`src/rtl/or_skip_pkg.sv`:
```
// Constants for the OR-literal executor and skip-cycle handling.
// Assumes a single 20 MHz system clock; no software-visible registers.
package or_skip_pkg;
  // ****************************************************************
  // Encoding
  // ****************************************************************
  localparam logic [7:0] ORLIT_OPC_HI  = 8'h09;
  localparam int         OPC_W         = 16;
  localparam int         DATA_W        = 8;
  // Upper nibble of a second instruction word
  localparam logic [3:0] SECOND_WORD_HI = 4'hF;
  // Two-word first words: upper nibble 1100 and 1110 (call/goto/lfsr family)
  localparam logic [3:0] TWO_WORD_HI_A  = 4'hC;
  localparam logic [3:0] TWO_WORD_HI_B  = 4'hE;
  // ****************************************************************
  // Timing
  // ****************************************************************
  localparam int         CLK_HZ        = 20_000_000;
  localparam int         Q_PHASES      = 4;
  localparam logic [1:0] Q_LAST        = 2'h3;
  localparam logic [1:0] Q_RESET       = 2'h0;
  localparam logic [7:0] W_RESET       = 8'h00;
endpackage

```
`src/rtl/or_literal_and_skip_exec.sv`:
```
// Executes the OR-literal instruction and the discard cycles after a taken skip.
// Assumes the fetch unit presents one opcode per instruction cycle on opcode_i.
`timescale 1ns/1ps
`default_nettype none
// Overview of operation
// - The OR-literal instruction ORs an eight-bit literal (0 to 255) into the accumulator.
// - The result replaces the accumulator and no file register is written.
// - Only the negative and zero flags are updated from the result.
// - The instruction is recognised by upper opcode byte 0000 1001, low byte the literal.
module or_literal_and_skip_exec #(
  parameter int DATA_W = or_skip_pkg::DATA_W
) (
  // Clock and reset
  input  wire logic              clk_sys_i,
  input  wire logic              rst_i,
  // Fetch pipeline
  input  wire logic [15:0]       opcode_i,
  input  wire logic              opcode_valid_i,
  // Skip request from the increment-skip datapath
  input  wire logic              skip_taken_i,
  // Flags from the rest of the core
  input  wire logic [4:0]        status_i,
  // Results
  output logic [DATA_W-1:0]      accum_o,
  output logic [4:0]             status_o,
  output logic                   status_we_o,
  output logic                   file_we_o,
  output logic                   discard_o,
  output logic [1:0]             q_phase_o
);
  // ****************************************************************
  // State
  // ****************************************************************
  typedef enum logic [2:0] {
    ST_RUN   = 3'b001,
    ST_DROP1 = 3'b010,
    ST_DROP2 = 3'b100
  } mode_t;

  typedef struct packed {
    mode_t             mode;
    logic [1:0]        q;
    logic [DATA_W-1:0] accum;
    logic [4:0]        status;
    logic              status_we;
    logic              discard;
    logic              skip_pend;
  } state_t;

  state_t s_q;
  state_t s_d;

  function automatic logic is_or_literal(input logic [15:0] op);
    is_or_literal = (op[15:8] == or_skip_pkg::ORLIT_OPC_HI);
  endfunction

  function automatic logic is_two_word(input logic [15:0] op);
    is_two_word = (op[15:12] == or_skip_pkg::TWO_WORD_HI_A) ||
                  (op[15:12] == or_skip_pkg::TWO_WORD_HI_B);
  endfunction

  logic [DATA_W-1:0] or_result;
  assign or_result = s_q.accum | opcode_i[DATA_W-1:0];

  // ****************************************************************
  // Next state
  // ****************************************************************
  always_comb begin
    s_d           = s_q;
    s_d.status_we = 1'b0;
    s_d.q         = s_q.q + 2'h1;
    // Skip may arrive mid-cycle; held until the cycle boundary
    if (skip_taken_i) begin
      s_d.skip_pend = 1'b1;
    end
    if (s_q.q == or_skip_pkg::Q_LAST) begin
      s_d.discard   = 1'b0;
      case (s_q.mode)
        ST_RUN: begin
          if (s_q.skip_pend || skip_taken_i) begin
            s_d.skip_pend = 1'b0;
            s_d.discard   = 1'b1;
            // Two-word follower costs one extra dead cycle
            s_d.mode      = (opcode_valid_i && is_two_word(opcode_i)) ? ST_DROP2 : ST_DROP1;
          end else if (opcode_valid_i && is_or_literal(opcode_i)) begin
            s_d.accum     = or_result;
            s_d.status    = status_i;
            s_d.status[4] = or_result[DATA_W-1];
            s_d.status[2] = (or_result == '0);
            s_d.status_we = 1'b1;
          end
        end
        ST_DROP1: begin
          s_d.mode = ST_RUN;
        end
        ST_DROP2: begin
          s_d.discard = 1'b1;
          s_d.mode    = ST_DROP1;
        end
        default: begin
          s_d.mode = ST_RUN;
        end
      endcase
    end
  end

  always_ff @(posedge clk_sys_i or posedge rst_i) begin
    if (rst_i) begin
      s_q.mode      <= ST_RUN;
      s_q.q         <= or_skip_pkg::Q_RESET;
      s_q.accum     <= or_skip_pkg::W_RESET;
      s_q.status    <= 5'h00;
      s_q.status_we <= 1'b0;
      s_q.discard   <= 1'b0;
      s_q.skip_pend <= 1'b0;
    end else begin
      s_q <= s_d;
    end
  end

  // ****************************************************************
  // Outputs
  // ****************************************************************
  assign accum_o     = s_q.accum;
  assign status_o    = s_q.status;
  assign status_we_o = s_q.status_we;
  // Never writes data memory
  assign file_we_o   = 1'b0;
  assign discard_o   = s_q.discard;
  assign q_phase_o   = s_q.q;
endmodule
`default_nettype wire

```
`config.mk`:
```
export PLATFORM = sky130hd
export DESIGN_NAME = or_literal_and_skip_exec
export DESIGN_NICKNAME = d
export VERILOG_FILES = /design/src/rtl/or_skip_pkg.sv /design/src/rtl/or_literal_and_skip_exec.sv
export SDC_FILE = /design/constraint.sdc
export NUM_CORES = 1
export LEC_CHECK = 0
export BUFFER_PORTS_ARGS = -buffer_cell sky130_fd_sc_hd__buf_4
export CAP_MARGIN = 20
export CORE_AREA = 2 2 77 50
export CTS_BUF_LIST = sky130_fd_sc_hd__clkbuf_2 sky130_fd_sc_hd__clkbuf_4 sky130_fd_sc_hd__clkbuf_8
export DETAILED_ROUTE_END_ITERATION = 10
export DIE_AREA = 0 0 79 52
export PLACE_DENSITY = 0.53
export SKIP_LAST_GASP = 1
export SYNTH_ARGS = -nofsm -noshare
export SYNTH_HDL_FRONTEND = slang
export SYNTH_SLANG_ARGS = --single-unit
```
`constraint.sdc`:
```
create_clock -name clk_sys_i -period 1.6 [get_ports clk_sys_i]
set_input_delay 0.16 -clock clk_sys_i [delete_from_list [all_inputs] [get_ports clk_sys_i]]
set_output_delay 0.16 -clock clk_sys_i [all_outputs]
set_load 0.01 [all_outputs]
```
# Word-level counts from Yosys, hierarchy flattened
# Index checks and enable logic that the tools add are counted.
# totals
regBits	21
latch_bits	0
mem_bits_rw	0
rom_bits	0
in_bits	25
out_inout_bits	18
wordCells	35
mem_count	0
# op_classes
addsub	1
mul	0
div_mod_pow	0
order_cmp	0
eq_ne	7
shifts	0
n_mux	11
bitwise_logic	2
n_reduce_logical	7
# op_table
op	count
3-bit 2-to-1 mux	3
4-bit == test, second input constant	2
8-bit by 4-bit == test with 1-bit output, second input constant	1
8-bit logical NOT	1
8-bit bitwise OR	1
3-bit case mux with 2 select lines	1
1-bit 2-to-1 mux	5
4-bit AND reduction	1
3-bit by 1-bit == test with 1-bit output, second input constant	1
3-bit == test, second input constant	1
2-bit by 1-bit adder with 2-bit output, second input constant	1
2-bit == test, second input constant	1
1-bit logical AND	2
1-bit logical OR	2
2-bit 2-to-1 mux	1
2-bit inequality test, second input constant	1
1-bit case mux with 2 select lines	1
2-bit AND reduction	1
1-bit NOT	1

# Logic depth before layout (Yosys ltp)
# Gate-level depths: netlist of run 1.
# logic_depth
depth_word	6
mapped_depth	6
ltp_nobuf	4

# Worst setup path after synthesis of run 1
# Ideal clock, no wire load.
# synth_path
path_kind	register to register
from	reg s_q[18] (netlist name)
to	reg s_q, in the netlist status_o[0]
setup_ns	0.125
arrival_ns	1.475
required_time_ns	1.475
slack_ns	0.000
stages_incl_launch_ff	5
n_path_buf	1
period_less_slack_ns	1.600
path_cell_list	dfstp_2 -> nor4bb_4 -> and4_1 -> buf_6 -> mux2_2
# synth_via
elab_chain_len	2
# synth_rtl
item	line_no	rtl
from (decl)	or_literal_and_skip_exec.sv:50	state_t s_q;
3-bit by 1-bit == test with 1-bit output	or_literal_and_skip_exec.sv:78	case (s_q.mode)
4-bit AND reduction (no line)	-	
# Every way passes these cells.
# A chain may end at the register's enable or synchronous reset.

# Worst setup path in the final report of run 1
# Ends and elaborated chain as after synthesis.

==> results.ini, run 1 <==
[outcome]
status=finished with violations
violations=setup timing

[logic_synthesis]
synth_nets=111
netlist_instances=85
avgSynthCellArea_um2=11.6
yosysUniqueCellTypes=29
seq_area_frac_synth_pct=51.0
yosys_warnings=0
syn_area_um2=983
ys_ff_latch=20

[setup_path]
critical_path_required_ns=1.74
start_kind=register
critPathMaxFanout=4
arrival_ns=1.75
worst-r2r-cell-count=3
cp-end-kind=register
crit_type=reg -> reg

[worst_hold_path]
hold_path.class=in -> reg
worstHoldPathCells=2

[pwr]
powerDensity_nw_per_um2=835
finalPower_mw=1.09
ir_worst_vdd_mv=0.306
p_leak_nw=0.727

[floorplanning]
dieWidth_um=79
fp-row-count=17
die_area_um2=4110
pin_count=43
core_area_um2=3450
die-height_um=52
start_util_pct=28.5

[cells_and_area]
layout_commonest_cell=buf_4
design_area_um2=1310
drive_gt1_share_pct=47.4
most-common-layout-cells=buf_4, dfrtp_1, a21o_1
instances_no_fill=163
area_growth_pct=32.7
nNetsFinal=143
final_core_util_pct=37.9
num_antenna_cells=0
fillCellCount=346

[route]
routedWlPerCell_um=12.3
drt_iter0_markers=22
vias_per_cell=4.15
routed_wl_mm=2.00
ant_nets=0
drc_errors=0
firstDrtPassIters=4
num_vias=677

[global_routing]
grt_pass1_vias=736
grt-ovfl-total=0
track_usage_pct=10.6
grt_pass1_wl_mm=3.34
grt_max_degree=21
antenna_found_initial=0

[cts]
postCtsSetupRepairBufs=0
insertion_delay_ns=0.26
tritoncts=yes
cts.reportedPaths.clkPinSlew_ns=0.08
cts.path.max_buffers=2
cts.sinks=20
numCtsBuffers=3
cts-root-buf=clkbuf_8
cts_max_level=1

[timing]
fin_crit_sh_pct=100
finalSetupViolCount=2
period_minus_slack_ns=1.60
holdWs_ns=0.110
fmax_mhz=623
fin_ws_ns=-0.00466
final_max_slew_viol_count=0
finalHoldViolCount=0
rsz0062_at_grt=true
fin_skew_ns=0.00540

[placed_design]
hpwl_mm=1.65
place_congestion=0.727
post-place-cells=158
postPlaceCellArea_um2=1220
io_buffers=39

[run]
drv_cap=0

==> flip-flops by register name (all words and copies together) (netlist names) <==
name and count:
accum_o 8, discard_o 1, q_phase_o 2, s_q 4
status_o 4, status_we_o 1
==> final cells by class <==
type | count | area, um^2 | share of cell area [%]
timing repair buffer | 45 | 340 | 26.1
tap | 47 | 58.8 | 4.51
inverter | 5 | 18.8 | 1.44
multi-input combinational | 42 | 314 | 24.1
clock buffer | 3 | 41.3 | 3.16
sequential | 20 | 502 | 38.4
clock inverter | 1 | 30.0 | 2.30
==> cell families (layout without fill, tap and decap cells) <==
logic type	Yosys count	after routing	synth area share, %
flops	20	20	51.0
simple gates	21	21	14.8
buf+inv	23	54	17.3
other cells	1	1	0.381
mux	4	4	4.45
fa+ha+maj	1	1	1.27
compound gates	15	15	10.8
==> final timing paths <==
path | startpoint | to | slack [ns]
worst max-delay path | s_q[18] | status_o[0] | -0.005
worst min-delay path | opcode_i[0] | accum_o[0] | 0.11
worst max register to register | s_q[18] | status_o[0] | -0.005
worst min register to register | accum_o[0] | accum_o[0] | 0.49
max in group asynchronous | rst_i | s_q[18] | 0.85
min in group asynchronous | rst_i | status_o[1] | 0.48
==> critical path, stage by stage (launching register included) <==
cell	delay (ns)
dfstp_2	0.54
nor4bb_4	0.32
and4_4	0.30
mux2_2	0.34
==> per-stage QoR <==
stage	setup WS, ns	TNS [ns]
final	-0.00466	-0.00519
after global routing	-0.103	-0.283
after CTS	-0.0274	-0.0769
after detailed placement	-0.0678	-0.240
after global placement	-0.0261	-0.0969
after floorplan	0.000121	0
==> where the power goes <==
part	switching (mW)	total, mW	internal (mW)
Sequential	0.00424	0.514	0.509
Clock	0.164	0.498	0.334
Combinational	0.0308	0.0777	0.0470
Total	0.199	1.09	0.890
==> cells in the mapped netlist <==
| cell | n | share of area, % |
|---|---|---|
| dfrtp_1 | 19 | 48 |
| buf_4 | 16 | 12 |
| a21o_1 | 8 | 6.1 |
| inv_1 | 5 | 1.9 |
| nand2_1 | 4 | 1.5 |
| nor4_1 | 4 | 2.5 |
| mux2_2 | 3 | 3.4 |
| nor2_1 | 3 | 1.1 |
| a21oi_1 | 2 | 1.0 |
| nor4b_1 | 2 | 1.8 |
| a22o_1 | 1 | 0.89 |
| a31oi_1 | 1 | 0.64 |
| and2b_1 | 1 | 0.76 |
| and4_1 | 1 | 0.89 |
| buf_12 | 1 | 2.0 |
| buf_6 | 1 | 1.1 |
| conb_1 | 1 | 0.38 |
| dfstp_2 | 1 | 2.7 |
| ha_1 | 1 | 1.3 |
| mux2i_1 | 1 | 1.0 |
| nand4_1 | 1 | 0.64 |
| nand4b_1 | 1 | 0.89 |
| nor2b_1 | 1 | 0.64 |
| nor3b_1 | 1 | 0.76 |
| nor4bb_4 | 1 | 2.5 |
| o21ai_0 | 1 | 0.51 |
| o22a_1 | 1 | 0.89 |
| o31ai_1 | 1 | 0.76 |
| or2_2 | 1 | 0.64 |
==> layer usage <==
metal | share of wire (%) | up-vias | GRT usage, % | routed length [um]
met5 | 0 | - | 0 | 0
met4 | 0 | 0 | 1.44 | 0
met3 | 7.2 | 0 | 5.03 | 143
met2 | 45 | 24 | 17.1 | 905
met1 | 47 | 311 | 13.2 | 948
li1 | - | 342 | - | -
==> timing repair <==
action / CTS / global route
gates resized for setup: 2 / 0
pin swaps: 1 / 0
setup endpoints to repair: 12 / 4
hold buffers: 1 / 0
hold endpoints to repair: 19 / 0
No activity file was read; power rests on OpenSTA's default activity.
==> run 2, diff against run 1 <==
--- a/config.mk
+++ b/config.mk
@@ -12,6 +12,7 @@
 export DETAILED_ROUTE_END_ITERATION = 10
 export DIE_AREA = 0 0 79 52
 export PLACE_DENSITY = 0.53
+export REMOVE_ABC_BUFFERS = 1
 export SKIP_LAST_GASP = 1
 export SYNTH_ARGS = -nofsm -noshare
 export SYNTH_HDL_FRONTEND = slang
==> run 2 against run 1 <==
The flow still finishes with violations (setup timing); clock-buffer cell count unchanged; via count increased by 5.9%; routed wire length increased by 2.1%; register-to-register slack about the same; final area increased by 4.2%.
==> results.ini, run 2 (synthesized netlist as in run 1, its figures left out) <==
[outcome]
status=finished with violations
violations=setup timing

[setup_path]
cp-end-kind=register
arrival_ns=1.75
critical_path_required_ns=1.74
critPathMaxFanout=4
crit_type=reg -> reg
start_kind=register

[cts]
numCtsBuffers=3
cts.reportedPaths.clkPinSlew_ns=0.07
cts.sinks=20
cts-root-buf=clkbuf_8
cts.path.max_buffers=2
insertion_delay_ns=0.26
cts_max_level=1
tritoncts=yes

[cells_and_area]
num_antenna_cells=0
final_core_util_pct=39.5
largest_reg_flops=8
multi_input_area_um2=328
most-common-layout-cells=buf_4, dfrtp_1, a21o_1
nNetsFinal=148
drive_gt1_share_pct=50.4
layout_commonest_cell=buf_4
instances_no_fill=168
fillCellCount=338
seqCellArea_um2=502
design_area_um2=1360
area_growth_pct=38.3

[pwr]
p_leak_nw=0.755
ir_worst_vdd_mv=0.367
powerDensity_nw_per_um2=796
finalPower_mw=1.08

[route]
firstDrtPassIters=4
routedWlPerCell_um=12.1
num_vias=717
drt_iter0_markers=33
vias_per_cell=4.27
drc_errors=0
ant_nets=0
routed_wl_mm=2.04

[timing]
finalSetupViolCount=1
fin_skew_ns=0.00783
period_minus_slack_ns=1.60
final_max_slew_viol_count=0
fin_crit_sh_pct=100
fin_ws_ns=-0.00170
finalHoldViolCount=0
fmax_mhz=624
rsz0062_at_grt=true
fin_setup_tns_ns=-0.00170

[global_routing]
grtUsageMet1_pct=12.6
use_met3_pct=4.17
grt-ovfl-total=0
grt_pass1_wl_mm=3.32
track_usage_pct=10.8
grt_pass1_vias=723
antenna_found_initial=0
grt_max_degree=21
busiest_layer=met2
grtUsageMet2_pct=17.7

[placed_design]
postPlaceCellArea_um2=1240
post-place-cells=160
place_congestion=0.875
io_buffers=39
hpwl_mm=1.62

[floorplanning]
start_util_pct=28.5
die_area_um2=4110
core_area_um2=3450
fp-row-count=17
dieWidth_um=79
pin_count=43
die-height_um=52

[run]
drv_cap=0

[worst_hold_path]
hold_path.class=in -> reg

run 2: changes by cell type in the layout (fill, tap and decap cells not counted), sizes merged:
| cell | delta |
|---|---|
| buf | +5 |
run 2: final timing paths:
| path | start | to | slack (ns) | cells after the start |
|---|---|---|---|---|
| worst max-delay path | s_q[18] | status_o[3] | -0.002 | 3 |
| worst min-delay path | opcode_i[5] | accum_o[5] | 0.11 | 2 |
| worst max register to register | s_q[18] | status_o[3] | -0.002 | 3 |
| worst min register to register | accum_o[4] | accum_o[4] | 0.48 | 1 |
| max in group asynchronous | rst_i | s_q[18] | 0.85 | 4 |
| min in group asynchronous | rst_i | status_o[1] | 0.48 | 4 |
run 2: worst max-delay path: stages (launching register included):
cell and delay (ns):
dfstp_2 0.54, nor4bb_4 0.32, and4_4 0.32, mux2_4 0.31
run 2: area by class of cell:
class / instances / share of cell area [%]
well taps: 47 / 4.32
clock inverters: 1 / 2.21
repair buffers: 50 / 28.1
clock buffers: 3 / 3.04
flip-flops and latches: 20 / 36.9
multi-input cells: 42 / 24.1
inverters: 5 / 1.38
run 2: routing by layer:
layer,vias to the layer above,share of wire (%)
li1,348,-
met1,339,43
met2,26,48
met3,4,7.2
met4,0,1.4
met5,-,0
run 2: repair_timing:
item | 4_1_cts | 5_1_grt
hold endpoints to repair | 19 | 0
hold buffers | 1 | 0
cloned | 0 | 0
setup buffers | 3 | 0
setup endpoints to repair | 12 | 12
gates resized for setup | 4 | 3
pin swaps | 3 | 1
run 2: per-stage QoR:
stage	hold slack [ns]	setup slack, ns
after floorplan	0.123	-0.154
after global placement	0.210	0.00267
after detailed placement	0.216	-0.0869
after CTS	0.0997	-0.0189
after global routing	0.0942	-0.0383
final	0.107	-0.00170
run 2: where the power goes:
part / internal [mW] / switching, mW
Sequential: 0.510 / 0.00365
Clock: 0.334 / 0.157
Combinational: 0.0479 / 0.0317
